$ cat config.mk
export PLATFORM = sky130hd
export DESIGN_NAME = dar_readout
export DESIGN_NICKNAME = d
export VERILOG_FILES = /design/src/dar_pkg.sv /design/src/dar_readout.sv
export SDC_FILE = /design/constraint.sdc
export NUM_CORES = 1
export LEC_CHECK = 0
export BUFFER_PORTS_ARGS = -buffer_cell sky130_fd_sc_hd__buf_2
export CAP_MARGIN = 10
export CELL_PAD_IN_SITES_DETAIL_PLACEMENT = 2
export CELL_PAD_IN_SITES_GLOBAL_PLACEMENT = 2
export CORE_ASPECT_RATIO = 1.25
export CORE_MARGIN = 2
export CORE_UTILIZATION = 40
export CTS_BUF_LIST = sky130_fd_sc_hd__clkbuf_8
export CTS_CLUSTER_SIZE = 10
export DETAILED_ROUTE_END_ITERATION = 8
export PLACE_DENSITY = 0.87
export SETUP_SLACK_MARGIN = 0.5
export SLEW_MARGIN = 25
export SYNTH_ARGS = -nofsm -noshare
export SYNTH_HDL_FRONTEND = slang
export SYNTH_SLANG_ARGS = --single-unit
$ cat constraint.sdc
create_clock -name i_clock -period 3.9 [get_ports i_clock]
set_input_delay 0.585 -clock i_clock [delete_from_list [all_inputs] [get_ports i_clock]]
set_output_delay 0.585 -clock i_clock [all_outputs]
set_load 0.03 [all_outputs]
$ cat src/dar_pkg.sv
// Package for the dual converter serial readout block
package dar_pkg;
  localparam int RES_BITS = 12;
  localparam logic [5:0] EDGE_LSB_OUT = 6'h0D;
  localparam logic [5:0] EDGE_TRACK = 6'h0D;
  localparam logic [5:0] EDGE_PD_LO = 6'h02;
  localparam logic [5:0] EDGE_PD_HI = 6'h0A;
  localparam logic [5:0] EDGE_SECOND = 6'h10;
  localparam logic [5:0] EDGE_END = 6'h20;
  localparam logic [5:0] EDGE_MAX = 6'h3F;

  typedef enum logic [1:0] {DAR_ACTIVE, DAR_PARTIAL, DAR_FULL} dar_power_t;

  typedef struct packed {
    logic [RES_BITS-1:0] ch_a;
    logic [RES_BITS-1:0] ch_b;
  } dar_sample_t;

  typedef struct packed {
    logic out_a;
    logic out_b;
    logic oe_a;
    logic oe_b;
  } dar_pins_t;
endpackage : dar_pkg

$ cat src/dar_readout.sv
// Device-side serial conversion and readout logic of a dual converter
`timescale 1ns/100ps
`default_nettype none

// Behaviour
// - Conversion and shifting advance only on sampled serial clock edges.
// - Select falling holds, samples both inputs, starts and drives outputs.
// - After 13 falling edges tracking resumes at the next rising edge.
// - A 16-bit transfer ends with two zeros after the last result bit.
// - Select rising ends conversion and floats both data outputs.
// - With select held for 16 more clocks, B goes out on A and A on B.
// - In the chained read the line floats on falling edge 32 or select rise.
// - Select falling itself presents the first leading zero.
// - Each falling edge shifts a bit, the first giving a second zero.
// - The result follows the zeros, its last bit out on falling edge 13.
// - Select rising after edge 2 and before edge 10 aborts and powers down.
module dar_readout (
  // Clock and reset
  input wire logic i_clock,
  input wire logic i_rst,
  // Serial pins from the host
  input wire logic i_select_n,
  input wire logic i_sclk,
  // Sampled analog values from the converter core
  input wire dar_pkg::dar_sample_t i_sample,
  // Serial data pins and status
  output var dar_pkg::dar_pins_t o_pins,
  output logic o_track,
  output var dar_pkg::dar_power_t o_power
);
  logic [1:0] cs_sync_reg;
  logic [1:0] ck_sync_reg;
  logic cs_prev_reg;
  logic ck_prev_reg;
  logic cs_n_s;
  logic ck_s;
  logic cs_fall;
  logic cs_rise;
  logic ck_fall;
  logic ck_rise;

  // Both pins cross two flops before any logic sees them
  always_ff @(posedge i_clock) begin
    if (i_rst) begin
      cs_sync_reg <= 2'h3;
      // Serial clock idles high, so reset to that level avoids a false edge
      ck_sync_reg <= 2'h3;
      cs_prev_reg <= 1'b1;
      ck_prev_reg <= 1'b1;
    end else begin
      cs_sync_reg <= {cs_sync_reg[0], i_select_n};
      ck_sync_reg <= {ck_sync_reg[0], i_sclk};
      cs_prev_reg <= cs_sync_reg[1];
      ck_prev_reg <= ck_sync_reg[1];
    end
  end

  assign cs_n_s = cs_sync_reg[1];
  assign ck_s = ck_sync_reg[1];
  assign cs_fall = cs_prev_reg & ~cs_n_s;
  assign cs_rise = ~cs_prev_reg & cs_n_s;
  assign ck_fall = ck_prev_reg & ~ck_s & ~cs_n_s;
  assign ck_rise = ~ck_prev_reg & ck_s & ~cs_n_s;

  logic [5:0] edges_reg, edges_next;
  logic [15:0] shift_a_reg, shift_a_next;
  logic [15:0] shift_b_reg, shift_b_next;
  logic drive_reg, drive_next;
  logic track_reg, track_next;
  dar_pkg::dar_power_t power_reg, power_next;
  logic out_a_reg, out_a_next;
  logic out_b_reg, out_b_next;
  dar_pkg::dar_sample_t held_reg, held_next;

  // Two zeros, result MSB first, two trailing zeros
  function automatic logic [15:0] frame(input logic [11:0] v);
    frame = {2'b00, v, 2'b00};
  endfunction : frame

  always_comb begin
    edges_next = edges_reg;
    shift_a_next = shift_a_reg;
    shift_b_next = shift_b_reg;
    drive_next = drive_reg;
    track_next = track_reg;
    power_next = power_reg;
    out_a_next = out_a_reg;
    out_b_next = out_b_reg;
    held_next = held_reg;
    if (cs_fall) begin
      // Hold, sample and drive the first leading zero at once
      track_next = 1'b0;
      drive_next = 1'b1;
      edges_next = 6'h00;
      held_next = i_sample;
      // Frame bit 15 is already on the pin, so the register starts at bit 14
      shift_a_next = frame(i_sample.ch_a) << 1;
      shift_b_next = frame(i_sample.ch_b) << 1;
      out_a_next = 1'b0;
      out_b_next = 1'b0;
    end else if (cs_rise) begin
      drive_next = 1'b0;
      track_next = 1'b1;
      if (edges_reg >= dar_pkg::EDGE_PD_LO &&
          edges_reg < dar_pkg::EDGE_PD_HI) begin
        power_next = (power_reg == dar_pkg::DAR_ACTIVE) ?
                     dar_pkg::DAR_PARTIAL : dar_pkg::DAR_FULL;
      end else if (edges_reg < dar_pkg::EDGE_PD_LO) begin
        // Early rise is treated as a glitch: power state kept
        power_next = power_reg;
      end else begin
        power_next = dar_pkg::DAR_ACTIVE;
      end
    end else if (ck_fall) begin
      if (edges_reg != dar_pkg::EDGE_MAX) begin
        edges_next = edges_reg + 6'h01;
      end
      out_a_next = shift_a_reg[15];
      out_b_next = shift_b_reg[15];
      shift_a_next = {shift_a_reg[14:0], 1'b0};
      shift_b_next = {shift_b_reg[14:0], 1'b0};
      if (edges_reg + 6'h01 == dar_pkg::EDGE_SECOND - 6'h01) begin
        // Swap so that B follows on line A and A on line B
        // Held copy keeps the second frame tied to the select-fall sample
        shift_a_next = frame(held_reg.ch_b);
        shift_b_next = frame(held_reg.ch_a);
      end
      if (edges_reg + 6'h01 == dar_pkg::EDGE_END) begin
        drive_next = 1'b0;
      end
    end else if (ck_rise && edges_reg >= dar_pkg::EDGE_TRACK) begin
      track_next = 1'b1;
    end
  end

  always_ff @(posedge i_clock) begin
    if (i_rst) begin
      edges_reg <= 6'h00;
      shift_a_reg <= 16'h0000;
      shift_b_reg <= 16'h0000;
      drive_reg <= 1'b0;
      track_reg <= 1'b1;
      power_reg <= dar_pkg::DAR_ACTIVE;
      out_a_reg <= 1'b0;
      out_b_reg <= 1'b0;
      held_reg <= 24'h00_0000;
    end else begin
      edges_reg <= edges_next;
      shift_a_reg <= shift_a_next;
      shift_b_reg <= shift_b_next;
      drive_reg <= drive_next;
      track_reg <= track_next;
      power_reg <= power_next;
      out_a_reg <= out_a_next;
      out_b_reg <= out_b_next;
      held_reg <= held_next;
    end
  end

  // Pins come straight from flops so the host never sees a glitch
  always_comb begin
    o_pins.out_a = out_a_reg;
    o_pins.out_b = out_b_reg;
    o_pins.oe_a = drive_reg;
    o_pins.oe_b = drive_reg;
  end
  assign o_track = track_reg;
  assign o_power = power_reg;

  property p_float_high;
    @(posedge i_clock) disable iff (i_rst)
      cs_rise |=> !o_pins.oe_a && !o_pins.oe_b;
  endproperty
  a_float_high: assert property (p_float_high)
    else $error("outputs still driven after select rise");

  property p_drive_fall;
    @(posedge i_clock) disable iff (i_rst)
      cs_fall |=> o_pins.oe_a && !o_pins.out_a && !o_track;
  endproperty
  a_drive_fall: assert property (p_drive_fall)
    else $error("select fall did not hold and drive a zero");

  property p_end32;
    @(posedge i_clock) disable iff (i_rst)
      ck_fall && !cs_fall && edges_reg == 6'h1F |=> !o_pins.oe_a;
  endproperty
  a_end32: assert property (p_end32)
    else $error("line not floated at falling edge 32");

  property p_second_zero;
    @(posedge i_clock) disable iff (i_rst)
      ck_fall && !cs_rise && edges_reg == 6'h00 |=> !o_pins.out_a;
  endproperty
  a_second_zero: assert property (p_second_zero)
    else $error("second leading zero missing");

  property p_trail;
    @(posedge i_clock) disable iff (i_rst)
      ck_fall && !cs_rise && (edges_reg == 6'h0D || edges_reg == 6'h0E)
      |=> !o_pins.out_a && !o_pins.out_b;
  endproperty
  a_trail: assert property (p_trail)
    else $error("trailing zero missing");

  property p_pd;
    @(posedge i_clock) disable iff (i_rst)
      cs_rise && edges_reg >= 6'h02 && edges_reg < 6'h0A
      |=> o_power != dar_pkg::DAR_ACTIVE;
  endproperty
  a_pd: assert property (p_pd)
    else $error("abort window did not power down");

  property p_track;
    @(posedge i_clock) disable iff (i_rst)
      ck_rise && !cs_rise && !cs_fall && edges_reg >= 6'h0D |=> o_track;
  endproperty
  a_track: assert property (p_track)
    else $error("no return to track after edge 13");

  property p_hold_early;
    @(posedge i_clock) disable iff (i_rst)
      ck_rise && !cs_rise && !cs_fall && edges_reg < 6'h0D && !o_track
      |=> !o_track;
  endproperty
  a_hold_early: assert property (p_hold_early)
    else $error("tracking resumed too early");

  property p_idle;
    @(posedge i_clock) disable iff (i_rst)
      cs_n_s && $past(cs_n_s) |-> !o_pins.oe_b;
  endproperty
  a_idle: assert property (p_idle)
    else $error("output driven while select high");
endmodule : dar_readout

`default_nettype wire

# After elaboration in Yosys (flattened, before gate mapping)
# Cells that the tools add are included.
dict set report classes {
  bitwise 12
  eq_ne 6
  n_reduce_logical 14
  n_addsub 1
  order_cmp 4
  n_mux 19
}
# operator count
set ops {}
lappend ops {{$mux 15} 6}
lappend ops {{$mux 16} 2}
lappend ops {{$reduce_bool 3->1} 3}
lappend ops {{$mux 1} 8}
lappend ops {{$reduce_and 2->1} 4}
lappend ops {{$add 6x1->6 const B} 1}
lappend ops {{$and 1x1->1} 6}
lappend ops {{$eq 6x4->1 const B} 1}
lappend ops {{$eq 6x6->1 const B} 1}
lappend ops {{$ge 6x2->1 const B} 1}
lappend ops {{$ge 6x4->1 const B} 1}
lappend ops {{$lt 6x2->1 const B} 1}
lappend ops {{$lt 6x4->1 const B} 1}
lappend ops {{$mux 2} 3}
lappend ops {{$ne 6x6->1 const B} 1}
lappend ops {{$not 1->1} 6}
lappend ops {{$reduce_and 3->1} 2}
lappend ops {{$ne 2x2->1 const B} 2}
lappend ops {{$ne 3x3->1 const B} 1}
lappend ops {{$logic_and 1x1->1} 2}
lappend ops {{$logic_not 2->1} 1}
lappend ops {{$reduce_bool 2->1} 1}
lappend ops {{$reduce_or 2->1} 1}
dict set report word_totals {
  ff_bits 74
  output_inout_bits 7
  wordCells 72
}

# Depth between registers and ports, before layout
dict set report depth {
  ltp_word 8
  ltp_mapped 8
  depth_no_buf 7
}

# Worst setup path after synthesis
# OpenSTA, ideal clock, no wires.
dict set report synth_path {
  path_kind {reg-to-reg}
  startpoint {register edges_reg[0]}
  endpoint {register shift_a_reg[3]}
  setup_slack_ns 1.902
  path_stages_with_launch 9
  required_time_ns 3.766
  arrival_ns 1.865
  cell_sequence {dfxtp_1 > ha_1 > xor2_1 > nand3b_1 > nor4b_2 > buf_6 > buf_2 > mux2i_1 > o22ai_1}
}
dict set report synth_via {
  elab_chain_len 6
}
# element line_no
set synth_rtl {}
lappend synth_rtl {{from (decl)} dar_readout.sv:65} ;# logic [5:0] edges_reg, edges_next;
lappend synth_rtl {{from (signal assigned)} dar_readout.sv:148} ;# edges_reg <= edges_next;
lappend synth_rtl {{$add 6x1->6} dar_readout.sv:122} ;# if (edges_reg + 6'h01 == dar_pkg::EDGE_SECOND - 6'h01) begin
lappend synth_rtl {{$eq 6x4->1} dar_readout.sv:122}
lappend synth_rtl {{$mux 16} dar_readout.sv:122}
lappend synth_rtl {{$mux 15} dar_readout.sv:114} ;# end else if (ck_fall) begin
lappend synth_rtl {{$mux 15} dar_readout.sv:101} ;# end else if (cs_rise) begin
lappend synth_rtl {{$mux 15} dar_readout.sv:90} ;# if (cs_fall) begin
lappend synth_rtl {{to (signal assigned)} dar_readout.sv:149} ;# shift_a_reg <= shift_a_next;
lappend synth_rtl {{to (decl)} dar_readout.sv:66} ;# logic [15:0] shift_a_reg, shift_a_next;
# No other way between the ends. The select of a mux whose other input is x is not followed.
# A chain may end at the register's enable or synchronous reset.

# Final worst setup path
dict set report layout_path {
  startpoint {register cs_sync_reg[1]}
  endpoint {register shift_a_reg[13]}
}
dict set report layout_via {
  elab_chain_len 4
  elab_cells_between_ends 8
  cone_classes {1 x eq/ne; 1 x mux; 4 x bitwise; 2 x reduce/logical}
}
# element line_no
set layout_rtl {}
lappend layout_rtl {{from (decl)} dar_readout.sv:31} ;# logic [1:0] cs_sync_reg;
lappend layout_rtl {{from (signal assigned)} dar_readout.sv:51} ;# cs_sync_reg <= {cs_sync_reg[0], i_select_n};
lappend layout_rtl {{$not 1->1 (*)} dar_readout.sv:60} ;# assign cs_fall = cs_prev_reg & ~cs_n_s;
lappend layout_rtl {{$and 1x1->1 (*)} dar_readout.sv:60}
lappend layout_rtl {{via cs_fall} dar_readout.sv:37} ;# logic cs_fall;
lappend layout_rtl {{$ne 2x2->1 (no line) or $reduce_bool 2->1 (tied branches)} --}
lappend layout_rtl {{$reduce_and 2->1 (no line)} --}
# Mark *: on every way through the listed nets, which the timed path passes. The rest lies on a longest branch.

==> metrics.md <==
| Metric | Value |
|---|---|
| Clock tree sinks | `70` |
| Largest net degree at the start of global routing | `60` |
| Hold Fails Final Rpt | `0` |
| Peak Freq | `417 MHz` |
| Post-route DRC | `0` |
| Antenna violations before repair | `0` |
| Switching share of power | `0.245` |
| Synth top area share | `0.426` |
| Unrepaired setup endpoints after global routing | `false` |
| Total CTS buffers | `9` |
| Register clock-pin slew on the reported worst setup and hold paths | `70 ps` |
| Die area | `8970 um^2` |
| Pre-antenna DRT Iters | `4` |
| Clock power frac | `0.383` |
| Fin Setup TNS | `0 ps` |
| Area grow syn2layout | `11.0%` |
| Pwr dens | `370 nW/um^2` |
| Worst Setup End Kind | `register` |
| Clock latency on the worst-skew pair | `350 ps` |
| Synthesized area | `3290 um^2` |
| Post-synth EDFFs | `0` |
| Die Height | `approximately 110 um` |
| Post-synth top area cell | `dfxtp_1` |
| Vias in the first global route | `2,952` |
| Die Span X | `between 80 and 90 um` |
| Crit start category | `register` |
| Ys Warns | `0` |
| Met2 track demand over resource | `0.376` |
| Final worst-path cycle share | `0.615` |
| Fin. max-slew vios | `0` |
| Status | `complete, no violations` |
| CTS tree | `built` |
| Final #Nets | `420` |
| Least-Margin Pin Slew | `between 700 and 800 ps` |
| Post-Layout Cell Count | `486` |
| Leakage | `1.38 nW` |
| Reg power frac | `0.549` |
| Detailed Place HPWL | `a little over 6000 um` |
| Largest cells by area after synthesis | `dfxtp_1, mux2i_1, nor2_1` |
| Count leader, synth | `dfxtp_1` |
| Initial Util | `0.406` |
| Post-CTS Repair Setup Buffers | `0` |
| Final setup vio count | `0` |
| VDD IR max | `0.194 mV` |
| Core box area | `a little over 8000 um^2` |
| Busiest grt layer | `met2` |
| Syn Area/Cell | `8.98 um^2` |
| Hold Crit Class | `input port to register` |
| Yosys cell types | `39` |
| Via count | `2,751` |
| Final hold slack | `420 ps` |
| Drt first-iter violations | `110` |
| Post-placement cell area | `3480 um^2` |
| Seq/Total Area, Yosys | `0.426` |
| Most used DFF post-synth | `dfxtp_1` |
| Crit path DAT | `2660 ps` |
| Setup slack, reg-to-reg | `between 1500 and 2000 ps` |
| Met1 usage | `0.252` |
| Rel. slew slack | `0.478` |
| Overflow after GRT | `0` |
| Placed instance count | `471` |
| IO Pins | `35` |
| Tmin final | `2400 ps` |
| Cts hold-fix bufs | `0` |
| Synth Instances | `between 300 and 400` |
| Internal power | `between 0.001 and 0.0015 W` |
| Ys async rst share | `0` |
| Post-Synthesis Net Count | `401` |
| Required @ worst endpoint | `4170 ps` |
| Share of cells above drive strength 1 | `0.167` |
| Design Power | `around 0.0014 W` |
| Commonest cells post-synth | `dfxtp_1, mux2i_1, nor2_1` |
| Antenna viol nets, final | `0` |
| Placer congestion estimate | `0.793` |
| PostCTS Resize Cnt | `0` |
| Worst Clk Skew | `10.3 ps` |
| WL/cell | `roughly 19 um` |
| Seq cells post-synth | `70` |
| Longest Clk Path Bufs | `2` |
| Clk Tree Root Cell | `clkbuf_8` |
| H-tree depth | `3` |
| Port Buf Inserts | `34` |
| Routing usage on met3 | `0.0415` |
| Post-route cell area | `3650 um^2` |
| Largest register FFs | `24` |
| P_sw | `around 0.00033 W` |
| Max-Cap Viols | `0` |
| Via-per-instance ratio | `5.66` |
| First-pass GRT wire length | `15,000 um` |
| # diodes | `0` |
| Setup CP Type | `register to register` |
| CP max FO | `49` |
| Row cnt | `37` |
| Final wirelength | `just over 9000 um` |
| GRT Total Usage | `0.214` |
| Comb pwr share | `0.068` |
==> final timing paths <==
check | cells after the start | end | from
worst max-delay path | 8 | shift_a_reg[13] | cs_sync_reg[1]
worst min-delay path | 2 | cs_sync_reg[0] | i_select_n
worst max register to register | 8 | shift_a_reg[13] | cs_sync_reg[1]
worst min register to register | 1 | cs_sync_reg[1] | cs_sync_reg[0]
==> layer usage <==
| metal | vias up | routed length [um] |
|---|---|---|
| met5 | - | 0 |
| met4 | 0 | 158 |
| met3 | 13 | 227 |
| met2 | 39 | 4790 |
| met1 | 1371 | 3880 |
| li1 | 1328 | - |
==> metrics by stage <==
step                utilization  setup WS [ps]
floorplan                     -           1900
global placement          0.430           1650
detailed placement        0.430           1550
CTS                       0.451           1520
global route              0.451           1350
finish                    0.451           1500
==> layout make-up <==
class / instances / area [um^2]
Tap cell: 97 / 121
Clock inverter: 4 / 16.3
Fill cell: 912 / 4450
Sequential cell: 70 / 1400
Timing Repair Buffer: 39 / 208
Multi-Input combinational cell: 258 / 1730
Clock buffer: 11 / 151
Inverter: 7 / 26.3
==> cells in the final DEF, fill, tap and decap left out, types with 7 or more instances in the layout <==
cell,n
o22ai_1,22
o21ai_0,27
and3_1,24
nor2_1,42
buf_2,34
dfxtp_1,70
or2_2,7
mux2i_1,48
clkbuf_8,11
nand2_1,12
a21oi_1,29
inv_1,10
==> logic make-up (layout without fill, tap and decap cells) <==
logic type / after synthesis / in the layout / share of synthesized area
flip-flops: 70 / 70 / 0.426
adder cells (fa/ha/maj): 7 / 7 / 0.0266
multiplexers: 48 / 48 / 0.146
AO/OA/AOI/OAI: 92 / 92 / 0.165
XOR/XNOR: 6 / 6 / 0.0160
AND/OR/NAND/NOR: 105 / 105 / 0.167
buffers and inverters: 38 / 61 / 0.0537
==> power by group through the flow <==
| stage | Sequential [W] | Combinational [W] | Clock [W] |
|---|---|---|---|
| floorplan | 0.000755 | 0.0000569 | 0 |
| global placement | 0.000757 | 0.0000891 | 0 |
| detailed placement | 0.000758 | 0.0000924 | 0 |
| CTS | 0.000742 | 0.0000928 | 0.000533 |
| global route | 0.000743 | 0.000102 | 0.000571 |
| finish | 0.000741 | 0.0000919 | 0.000518 |
==> critical path, cell delays in order, from the launching register on <==
cell and delay [ps]:
dfxtp_1 440, inv_1 90, ha_2 200, buf_4 310, or2_2 500, nor2_1 150
buf_4 250, o21ai_0 150, o22ai_1 210
Power figures use the tool's default switching activity.
